File: src/smr23_regs.svh
/*
  Holds the offsets, field positions, reset values and code points of the
  second and third mode registers.
  Assumes it is included by its bare name from the modules.
*/
`ifndef SMR23_REGS_SVH
`define SMR23_REGS_SVH

// ============================================================
// register select on the bank-select pins
`define SMR23_SEL_MODE2 3'h2
`define SMR23_SEL_MODE3 3'h3

// ============================================================
// second mode register fields
`define SMR23_M2_CWL_LO 3
`define SMR23_M2_CWL_HI 5
`define SMR23_M2_AUTO_SR 6
`define SMR23_M2_EXT_SR 7
`define SMR23_M2_WTERM_LO 9
`define SMR23_M2_WTERM_HI 10
`define SMR23_M2_RSVD_MASK 18'h27907
`define SMR23_M2_RESET 18'h00000

// ============================================================
// third mode register fields
`define SMR23_M3_MODE_LO 0
`define SMR23_M3_MODE_HI 1
`define SMR23_M3_PAT_EN 2
`define SMR23_M3_RSVD_MASK 18'h27FF8
`define SMR23_M3_RESET 18'h00000

// ============================================================
// write column latency codes and cycle counts
`define SMR23_CWL_CODE_MAX 3'h3
`define SMR23_CWL_BASE 4'h5

// predefined pattern, beat 0 in bit 0
`define SMR23_CAL_PATTERN 8'hAA
`define SMR23_BURST_BEATS 4'h8

`endif

File: src/smr23_pkg.sv
/*
  Types shared by the mode register block.
  Assumes the constants header sits beside it.
*/
package smr23_pkg;
    // write termination selection
    typedef enum logic [1:0] {
        SMR23_TERM_OFF,
        SMR23_TERM_RZQ4,
        SMR23_TERM_RZQ2,
        SMR23_TERM_RSVD
    } smr23_term_t;

    // effective termination state on the data pins
    typedef enum logic [1:0] {
        SMR23_PAD_HIZ,
        SMR23_PAD_NOMINAL,
        SMR23_PAD_WRITE
    } smr23_pad_t;

    // read burst source sequencer
    typedef enum logic [0:0] {
        SMR23_PAT_IDLE,
        SMR23_PAT_BURST
    } smr23_pat_state_t;
endpackage

File: src/smr23_pattern_gen.sv
/*
  Calibration pattern burst generator: one beat per cycle, eight beats per
  read, a new read may be taken on the last beat so bursts run back to back.
  Assumes start pulses come on the command clock and are pre-aligned to
  read latency by the caller.
*/
`include "smr23_regs.svh"

module smr23_pattern_gen (
    input wire logic clk,
    input wire logic reset_n,
    input wire logic start,
    output logic beatValid_q,
    output logic beatBit_q
);
    smr23_pkg::smr23_pat_state_t state_q;
    logic [3:0] beat_q;
    logic lastBeat;
    logic [7:0] calPattern;

    assign lastBeat = (beat_q == (`SMR23_BURST_BEATS - 4'h1));
    assign calPattern = `SMR23_CAL_PATTERN; // beat 0 sits in bit 0

    // ============================================================
    // burst sequencer
    always_ff @(posedge clk) begin
        if (!reset_n) begin
            state_q <= smr23_pkg::SMR23_PAT_IDLE;
            beat_q <= 4'h0;
        end else begin
            unique case (state_q)
                smr23_pkg::SMR23_PAT_IDLE: begin
                    if (start) begin
                        state_q <= smr23_pkg::SMR23_PAT_BURST;
                        beat_q <= 4'h0;
                    end
                end
                smr23_pkg::SMR23_PAT_BURST: begin
                    if (lastBeat) begin
                        beat_q <= 4'h0; // restart keeps bursts gapless
                        if (!start) begin
                            state_q <= smr23_pkg::SMR23_PAT_IDLE;
                        end
                    end else begin
                        beat_q <= beat_q + 4'h1;
                    end
                end
            endcase
        end
    end

    // ============================================================
    // beat output, registered
    always_ff @(posedge clk) begin
        if (!reset_n) begin
            beatValid_q <= 1'b0;
            beatBit_q <= 1'b0;
        end else begin
            beatValid_q <= (state_q == smr23_pkg::SMR23_PAT_BURST);
            beatBit_q <= calPattern[beat_q[2:0]];
        end
    end
endmodule

File: src/smr23_mode_regs.sv
/*
  Second and third mode registers of the DRAM: store on a mode-register-set
  command, decode write latency, self-refresh rate, write termination and
  the read-source redirect, and drive a pattern burst for redirected reads.
  Assumes the controller keeps its own obligations (idle banks, zero in
  reserved bits, command spacing); inputs other than the case temperature flag are on the command clock.
*/
// Notes on behaviour
// - values held until rewritten; array untouched
// - bits 5:3 set write column latency
// - write latency is column plus additive
// - bit 6 enables automatic refresh rate
// - automatic mode doubles rate when hot
// - bit 7 enables forced extended rate
// - forced extended mode always doubles rate
// - bits 10:9 select write termination
// - termination swaps to write value per burst
// - write termination only writes, never leveling
// - bit 2 clear means normal array access
// - bit 2 set with bits 1:0 zero redirects reads to pattern
// - reset still honoured while redirected
// - redirected reads answer back to back
// - pattern alternates starting zero, beat0 LSB
// - select 010 second, 011 third register
`include "smr23_regs.svh"

module smr23_mode_regs (
    input wire logic clk,
    input wire logic reset_n,
    input wire logic modeWrite,
    input wire logic [2:0] bankSelect,
    input wire logic [17:0] modeAddr,
    input wire logic [1:0] additiveLatency,
    input wire logic readIssue,
    input wire logic writeBurstActive,
    input wire logic writeLeveling,
    input wire logic nominalTermEnable,
    input wire logic selfRefreshActive,
    input wire logic caseTempHot,
    output logic [17:0] mode2Value_q,
    output logic [17:0] mode3Value_q,
    output logic [4:0] writeLatency_q,
    output logic cwlReserved_q,
    output logic refreshRate2x_q,
    output logic [1:0] writeTermSel_q,
    output logic dynTermEnable_q,
    output logic termReserved_q,
    output smr23_pkg::smr23_pad_t padTermState_q,
    output logic patternMode_q,
    output logic readFromArray_q,
    output logic patternValid_q,
    output logic patternBit_q
);
    // synchronised temperature flag
    logic tempHot_m;
    logic tempHot_q;
    // stored fields and their decoded values
    logic [2:0] cwlCode;
    logic [1:0] termCode;
    logic [3:0] cwlCycles;
    logic [4:0] alCycles;
    logic patternStart;
    // next values of registered outputs
    logic refreshRate2x_d;
    smr23_pkg::smr23_pad_t padTermState_d;

    // latency code to cycles; codes above the supported band flagged
    function automatic logic [3:0] cwl_cycles(input logic [2:0] code);
        cwl_cycles = `SMR23_CWL_BASE + {1'b0, code};
    endfunction

    // additive code 1 is column latency minus one, 2 minus two
    function automatic logic [4:0] al_cycles(input logic [1:0] code, input logic [3:0] write_column_latency);
        unique case (code)
            2'h0: al_cycles = 5'h00;
            2'h1: al_cycles = {1'b0, write_column_latency} - 5'h01;
            2'h2: al_cycles = {1'b0, write_column_latency} - 5'h02;
            2'h3: al_cycles = 5'h00; // unused code read as none
        endcase
    endfunction

    assign cwlCode = mode2Value_q[`SMR23_M2_CWL_HI:`SMR23_M2_CWL_LO];
    assign termCode = mode2Value_q[`SMR23_M2_WTERM_HI:`SMR23_M2_WTERM_LO];
    assign cwlCycles = cwl_cycles(cwlCode);
    // additive latency counts against column latency, not read latency
    assign alCycles = al_cycles(additiveLatency, cwlCycles);

    // ============================================================
    // second register, held until the next write that selects it
    always_ff @(posedge clk) begin
        if (!reset_n) begin
            mode2Value_q <= `SMR23_M2_RESET;
        end else if (modeWrite && (bankSelect == `SMR23_SEL_MODE2)) begin
            mode2Value_q <= modeAddr;
        end
    end

    // third register; other selects fall through untouched
    always_ff @(posedge clk) begin
        if (!reset_n) begin
            mode3Value_q <= `SMR23_M3_RESET;
        end else if (modeWrite && (bankSelect == `SMR23_SEL_MODE3)) begin
            mode3Value_q <= modeAddr;
        end
    end

    // ============================================================
    // temperature flag from a sensor outside this clock, two stages
    always_ff @(posedge clk) begin
        if (!reset_n) begin
            tempHot_m <= 1'b0;
            tempHot_q <= 1'b0;
        end else begin
            tempHot_m <= caseTempHot;
            tempHot_q <= tempHot_m;
        end
    end

    // ============================================================
    // write latency decode
    always_ff @(posedge clk) begin
        if (!reset_n) begin
            writeLatency_q <= 5'h05;
            cwlReserved_q <= 1'b0;
        end else begin
            // additive latency counts against column latency, not read latency
            writeLatency_q <= {1'b0, cwlCycles} + alCycles;
            cwlReserved_q <= (cwlCode > `SMR23_CWL_CODE_MAX);
        end
    end

    // ============================================================
    // self-refresh rate: forced extended wins, else automatic when hot
    always_comb begin
        if (mode2Value_q[`SMR23_M2_EXT_SR]) begin
            refreshRate2x_d = 1'b1;
        end else if (mode2Value_q[`SMR23_M2_AUTO_SR]) begin
            refreshRate2x_d = tempHot_q;
        end else begin
            refreshRate2x_d = 1'b0;
        end
    end

    // rate held in a flop so the pin never glitches between modes
    always_ff @(posedge clk) begin
        if (!reset_n) begin
            refreshRate2x_q <= 1'b0;
        end else begin
            refreshRate2x_q <= refreshRate2x_d;
        end
    end

    // ============================================================
    // write termination decode and pad state
    always_ff @(posedge clk) begin
        if (!reset_n) begin
            writeTermSel_q <= 2'h0;
            dynTermEnable_q <= 1'b0;
            termReserved_q <= 1'b0;
        end else begin
            writeTermSel_q <= termCode;
            dynTermEnable_q <= (termCode != smr23_pkg::SMR23_TERM_OFF);
            termReserved_q <= (termCode == smr23_pkg::SMR23_TERM_RSVD);
        end
    end

    // leveling blocks the write value; nominal termination off during self-refresh
    always_comb begin
        if (dynTermEnable_q && writeBurstActive && !writeLeveling) begin
            padTermState_d = smr23_pkg::SMR23_PAD_WRITE;
        end else if (nominalTermEnable && !selfRefreshActive) begin
            padTermState_d = smr23_pkg::SMR23_PAD_NOMINAL;
        end else begin
            padTermState_d = smr23_pkg::SMR23_PAD_HIZ;
        end
    end

    // pad state registered; costs one cycle of lag behind the burst pins
    always_ff @(posedge clk) begin
        if (!reset_n) begin
            padTermState_q <= smr23_pkg::SMR23_PAD_HIZ;
        end else begin
            padTermState_q <= padTermState_d;
        end
    end

    // ============================================================
    // read source select; mode bits ignored while redirect is off
    always_ff @(posedge clk) begin
        if (!reset_n) begin
            patternMode_q <= 1'b0;
            readFromArray_q <= 1'b1;
        end else begin
            patternMode_q <= mode3Value_q[`SMR23_M3_PAT_EN]
                && (mode3Value_q[`SMR23_M3_MODE_HI:`SMR23_M3_MODE_LO] == 2'h0);
            readFromArray_q <= !mode3Value_q[`SMR23_M3_PAT_EN];
        end
    end

    // only reads seen while the redirect is live start a burst
    assign patternStart = readIssue && patternMode_q;

    // redirected reads start a pattern burst; array access suppressed
    smr23_pattern_gen u_pattern (
        .clk(clk),
        .reset_n(reset_n),
        .start(patternStart),
        .beatValid_q(patternValid_q),
        .beatBit_q(patternBit_q)
    );
endmodule

File: config.mk
export PLATFORM = sky130hd
export DESIGN_NAME = smr23_mode_regs
export DESIGN_NICKNAME = d
export VERILOG_FILES = /design/src/smr23_pkg.sv /design/src/smr23_pattern_gen.sv /design/src/smr23_mode_regs.sv
export VERILOG_INCLUDE_DIRS = /design/src /design/src/src
export SDC_FILE = /design/constraint.sdc
export NUM_CORES = 1
export LEC_CHECK = 0
export ABC_CLOCK_PERIOD_IN_PS = 4200
export BUFFER_PORTS_ARGS = -buffer_cell sky130_fd_sc_hd__buf_2
export CORE_MARGIN = 3
export CORE_UTILIZATION = 53
export CTS_CLUSTER_SIZE = 28
export DETAILED_ROUTE_END_ITERATION = 6
export GPL_TIMING_DRIVEN = 0
export PLACE_DENSITY = 0.8
export SLEW_MARGIN = 20
export SYNTH_ARGS = -nofsm -noshare
export SYNTH_HDL_FRONTEND = slang
export SYNTH_SLANG_ARGS = --single-unit
File: constraint.sdc
create_clock -name clk -period 4.2 [get_ports clk]
set_input_delay 0.42 -clock clk [delete_from_list [all_inputs] [get_ports clk]]
set_output_delay 0.42 -clock clk [all_outputs]
set_load 0.02 [all_outputs]
Yosys cells after proc, flatten, opt, wreduce, memory -nomap -nowiden
Memory sizes are Yosys's and may differ from the RTL's. A register that Yosys moved wholly into a read port is not among the register bits.
Cells that the tools add are included.
{"block": "word_totals", "elab_cells": 61, "register_bits": 59, "output_inout_bits": 53, "memories": 1, "mem_bits_ro": 8}
{"block": "classes", "n_reduce_logical": 16, "bitwise": 2, "n_eq_ne": 8, "addsub": 5, "muxes": 11, "n_lt_le_gt_ge": 1}
{"memory": "(name not given)", "depth": 8, "width": 1, "read_ports": 1, "rd_ports_with_merged_regs": 1, "write_ports": 0, "line": "smr23_pattern_gen.sv:60", "source": "beatBit_q <= calPattern[beat_q[2:0]];"}
{"operator": "5-bit one-hot mux with 3 select lines", "n": 1}
{"operator": "4-bit 2-to-1 mux", "n": 2}
{"operator": "4-bit one-hot mux with 2 select lines", "n": 1}
{"operator": "1-bit logical AND", "n": 7}
{"operator": "2-bit == test, second input constant", "n": 3}
{"operator": "3-bit by 2-bit == test with 1-bit output, second input constant", "n": 2}
{"operator": "4-bit by 5-bit adder with 5-bit output", "n": 1}
{"operator": "1-bit 2-to-1 mux", "n": 5}
{"operator": "4-bit by 1-bit subtractor with 5-bit output, second input constant", "n": 1}
{"operator": "4-bit by 2-bit subtractor with 5-bit output, second input constant", "n": 1}
{"operator": "3-bit by 3-bit adder with 4-bit output, first input constant", "n": 1}
{"operator": "4-bit by 1-bit adder with 4-bit output, second input constant", "n": 1}
{"operator": "4-bit by 3-bit == test with 1-bit output, second input constant", "n": 1}
{"operator": "1-bit zero test", "n": 4}
{"operator": "2-bit zero test", "n": 2}
{"operator": "2-bit OR reduction", "n": 2}
{"operator": "3-bit by 2-bit > comparator with 1-bit output, second input constant", "n": 1}
{"operator": "2-bit by 1-bit == test with 1-bit output, second input constant", "n": 1}
{"operator": "2-bit 2-to-1 mux", "n": 1}
{"operator": "2-bit inequality test, second input constant", "n": 1}
{"operator": "1-bit inverter", "n": 2}
{"operator": "1-bit one-hot mux with 2 select lines", "n": 1}
{"operator": "2-bit nonzero test", "n": 1}

Logic depth before layout (Yosys ltp)
{"block": "logic_depth", "depth_word": 4, "mapped_depth": 12, "depth_no_buf": 12}

Cells and area by module
A second synthesis with hierarchy kept.
{"block": "unflattened", "hier_cells": 268, "hier_area_um2": 2462.4}
{"module": "smr23_mode_regs", "area_per_inst_um2": 2177.1, "seq_area_each_um2": 1061.0, "instances": 1, "cells_each": 239}
{"module": "smr23_pattern_gen", "area_per_inst_um2": 285.3, "seq_area_each_um2": 140.1, "instances": 1, "cells_each": 29}

Worst setup path before layout
OpenSTA, ideal clock, no wires.
{"block": "synth_timing", "path_type": "reg2reg", "startpoint": "register mode2Value_q[3]", "endpoint": "register writeLatency_q[4]", "setup_slack_ps": 1492, "arrival_time_ps": 2637, "required_time_ps": 4128, "setup_ps": 72, "n_path_buf": 0, "stages_incl_launch_ff": 13, "path_cell_list": "dfxtp_1 > ha_1 > ha_1 > inv_1 > ha_1 > o31ai_1 > xor2_1 > nand2_1 > o21ai_0 > ha_1 > and2_1 > a311oi_2 > mux2i_1"}
{"block": "synth_via", "elab_chain_cells": 4, "elab_cells_between_ends": 5}
{"item": "start: declaration", "line": "smr23_mode_regs.sv:40", "source": "output logic [17:0] mode2Value_q,"}
{"item": "start signal: assignment", "line": "smr23_mode_regs.sv:92", "source": "mode2Value_q <= `SMR23_M2_RESET;"}
{"item": "start signal: assignment", "line": "smr23_mode_regs.sv:94", "source": "mode2Value_q <= modeAddr;"}
{"item": "3-bit by 3-bit adder with 4-bit output (no line) (*)"}
{"item": "4-bit by 2-bit subtractor with 5-bit output / 4-bit by 1-bit subtractor with 5-bit output (equally long branches)", "line": "smr23_mode_regs.sv:77, smr23_mode_regs.sv:76"}
{"item": "5-bit one-hot mux with 3 select lines", "line": "smr23_mode_regs.sv:74", "source": "unique case (code)"}
{"item": "4-bit by 5-bit adder with 5-bit output (*)", "line": "smr23_mode_regs.sv:127", "source": "writeLatency_q <= {1'b0, cwlCycles} + alCycles;"}
{"item": "end signal: assignment", "line": "smr23_mode_regs.sv:127"}
{"item": "end: declaration", "line": "smr23_mode_regs.sv:42", "source": "output logic [4:0] writeLatency_q,"}
Every way passes the cells marked *; elsewhere a longest branch is shown, timed or not.
A chain may end at the register's enable or synchronous reset.

Final worst setup path
Same ends and word-level chain as after synthesis.

==> reports/qor.csv <==
stage,metric,value,unit
clock_tree,# resized after CTS,0,
global_routing,vias in the first global route,2011,
timing,Worst Max-Slew Pin Slew,0.496,ns
synth,Synth top area share,48.9,%
global_routing,initial antenna violation count,0,
timing,min cycle time layout,2.84,ns
floorplan,I/O pin cnt,85,
clock_tree,CTS H-tree depth,3,
finish,post-layout net count,411,
floorplan,cell row count,24,
floorplan,Die Height,74.1,um
synth,Post-synth EDFFs,0,
synth,Synth cell types,39,
run,Max Cap Viol,0,
status,outcome,"complete, no violations",
timing,setup violators final,0,
timing,setup_tns,0,ns
clock_tree,CTS Hold Bufs,0,
timing,worst-case clock skew,0.00770,ns
worst_setup_path,"Arr. time, crit path",3.10,ns
drt,final wirelength,5410,um
placed_design,Post-Place Setup Slack,1.36,ns
clock_tree,Longest Clk Path Bufs,2,
finish,fin area,3150,sq um
worst_setup_path,Required @ worst endpoint,4.45,ns
worst_setup_path,CP cell instances,ha_1 -> ha_1 -> inv_1 -> ha_1 -> o31ai_1 -> xor2_1 -> nand2_1 -> o21ai_0 -> ha_1 -> and2_1 -> a311oi_2 -> mux2i_1,
global_routing,largest net degree at the start of global routing,11,
synth,cells after synthesis,275,
worst_setup_path,Worst R2R Start,mode2Value_q[3],
clock_tree,CTS root buffer,clkbuf_8,
drt,Vias per Instance,5.01,
finish,"commonest non-fill, non-tap cell in the layout",buf_2,
pwr,Cell Pwr Density,392,nW/um^2
global_routing,first-pass GRT wire length,8610,um
timing,final worst slack,1.36,ns
min_path,Hold Path Class,input port to flop,
worst_setup_path,"setup slack, reg-to-reg",1.36,ns
timing,relative slew slack,66.9,%
drt,Vias,2136,
synth,syn nets,316,
clock_tree,Sink Count,60,
worst_setup_path,slowest CP cell,dfxtp_1,
drt,Routed WL per cell,12.7,um
worst_setup_path,worst path bufs/invs,1,
worst_setup_path,crit path max fanout,8,
worst_setup_path,reg2reg end,writeLatency_q[4],
floorplan,Die ar.,5490,sq um
worst_setup_path,Crit path top cell by count,ha_1,
global_routing,overall routing resource usage,20.6,%
worst_setup_path,CP startpoint kind,flop,
timing,max-slew violation count,0,
synth,Post-synth ARST share,0,%
finish,layout cell share with drive strength beyond 1,29.7,%
pwr,P_leak,1.44,nW
worst_setup_path,Top delay family on crit path,adder cells,
drt,"antenna viol nets, final",0,
drt,DR iter-0 viols,93,
timing,fin crit share,67.7,%
finish,most frequent cells in the layout,"buf_2 (90), nand2_1 (83), dfxtp_1 (60)",
placed_design,gpl congestion,0.840,
synth,cell taking the most area after synthesis,dfxtp_1,
drt,DRC,0,
clock_tree,"Clk pin slew, worst setup/hold paths",0.06,ns
worst_setup_path,Worst R2R Path Depth,12,
clock_tree,TritonCTS buffer count,9,
worst_setup_path,Crit path largest cell delay,0.46,ns
synth,synth top area cells,"dfxtp_1 (49%), nand2_1 (13%), a21boi_1 (11%), ha_1 (4.1%), and2_1 (2.5%)",
drt,First-pass DRT Iterations,4,
finish,Area growth syn-to-layout,28.1,%
pwr,Pwr Total,1.23,mW
synth,Mapped Avg Cell Area,8.93,sq um
global_routing,Congestion Overflow GR,0,
placed_design,HPWL Detailed,4100,um
placed_design,Placed Instance Area,2940,sq um
timing,Peak Freq,352,MHz
placed_design,Buffers on Ports,84,
synth,YS warnings,0,
synth,post-synthesis cell area,2460,sq um
synth,Synth Flop Type,dfxtp_1,
floorplan,Die Wd,74.1,um
clock_tree,# Post-CTS Setup Buffers,0,
worst_setup_path,Worst path depth,12,
clock_tree,clk_lat worst skew,0.33,ns
floorplan,Core ar.,4410,sq um
timing,final count of hold timing violations,0,
min_path,Min-Delay Endpoint,padTermState_q[0],
min_path,hold depth,2,
pwr,Max IR drop VDD,0.000213,V
clock_tree,TritonCTS clock tree,yes,
synth,Seq cells post-synth,60,
worst_setup_path,path type of the worst setup path,flop to flop,
worst_setup_path,crit end category,flop,
min_path,Hold Crit Start,selfRefreshActive,
synth,register area share after synthesis,48.9,%
floorplan,Starting Density,55.6,%
finish,ant diodes,0,
timing,RSZ-0062 raised after global routing,false,
[cell usage after synthesis, types with 2 or more instances]
cell      instances
nand2_1          83
dfxtp_1          60
a21boi_1         37
and2_1           10
ha_1              8
a21oi_1           6
buf_2             6
clkbuf_1          6
inv_1             5
nand2b_1          5
a31oi_1           3
nand3b_1          3
nor3_1            3
nor3b_1           3
o21ai_0           3
xor2_1            3
a21o_1            2
and3_1            2
mux2i_1           2
nor2_1            2
nor2_2            2
nor2b_1           2
o31ai_1           2
or2_1             2
[per-stage QoR]
stage / utilization (%) / cells / hold WS [ns]
after global routing: 71.3 / 426 / 0.265
after global placement: 66.6 / 411 / 0.409
final: 71.3 / 426 / 0.256
after CTS: 71.3 / 426 / 0.249
after floorplan: - / 275 / 0.412
after detailed placement: 66.6 / 411 / 0.416
[cell type report]
type	count	area [sq um]
inverters	6	22.5
plain buffers	12	52.6
clock buffers	10	128
well taps	52	65.1
fillers	373	1270
multi-input cells	197	1180
flip-flops and latches	60	1200
clock inverters	5	77.6
repair buffers	84	420
[metal layers]
metal	share of wire [%]	routed length [um]	up-vias	GRT usage, %
li1	-	-	1101	-
met1	42	2280	955	22.9
met2	48	2590	71	35.1
met3	8.6	468	9	7.30
met4	1.4	77	0	9.26
met5	0	0	-	0
[report_power, final]
group          leakage, nW  internal, mW  switching [mW]
Combinational        0.856        0.0437          0.0596
Sequential           0.486         0.582         0.00595
Clock                0.102         0.329           0.213
Total                 1.44         0.955           0.279
[cell families (layout without fill, tap and decap cells)]
group | after synthesis | in the layout | synth area share, %
AND/OR/NAND/NOR | 122 | 122 | 23.2
AO/OA/AOI/OAI | 61 | 61 | 18.0
flip-flops | 60 | 60 | 48.9
buffers and inverters | 18 | 117 | 3.06
adder cells (fa/ha/maj) | 9 | 9 | 4.89
XOR/XNOR | 3 | 3 | 1.07
multiplexers | 2 | 2 | 0.815
[how the worst max path moves through the flow]
| stage | from | to | slack (ns) |
|---|---|---|---|
| after floorplan | mode2Value_q[3] | writeLatency_q[4] | 1.49 |
| after detailed placement | mode2Value_q[3] | writeLatency_q[4] | 1.36 |
| after global routing | mode2Value_q[3] | writeLatency_q[4] | 1.12 |
| after CTS | mode2Value_q[3] | writeLatency_q[4] | 1.35 |
| after global placement | mode2Value_q[3] | writeLatency_q[4] | 1.41 |
| final | mode2Value_q[3] | writeLatency_q[4] | 1.36 |
[worst reg2reg max path, cell delays in order (launching register included)]
cell	delay, ns
dfxtp_1	0.46
ha_1	0.32
ha_1	0.34
inv_1	0.09
ha_1	0.18
o31ai_1	0.09
xor2_1	0.15
nand2_1	0.08
o21ai_0	0.09
ha_1	0.33
and2_1	0.16
a311oi_2	0.29
mux2i_1	0.21
[sequential cells by signal, summed over array words and instances (netlist names), 2 cells and up]
name / count
u_pattern.beat_q: 4
mode3Value_q: 18
writeLatency_q: 5
writeTermSel_q: 2
padTermState_q: 2
mode2Value_q: 18
No activity file was read; power rests on OpenSTA's default activity.
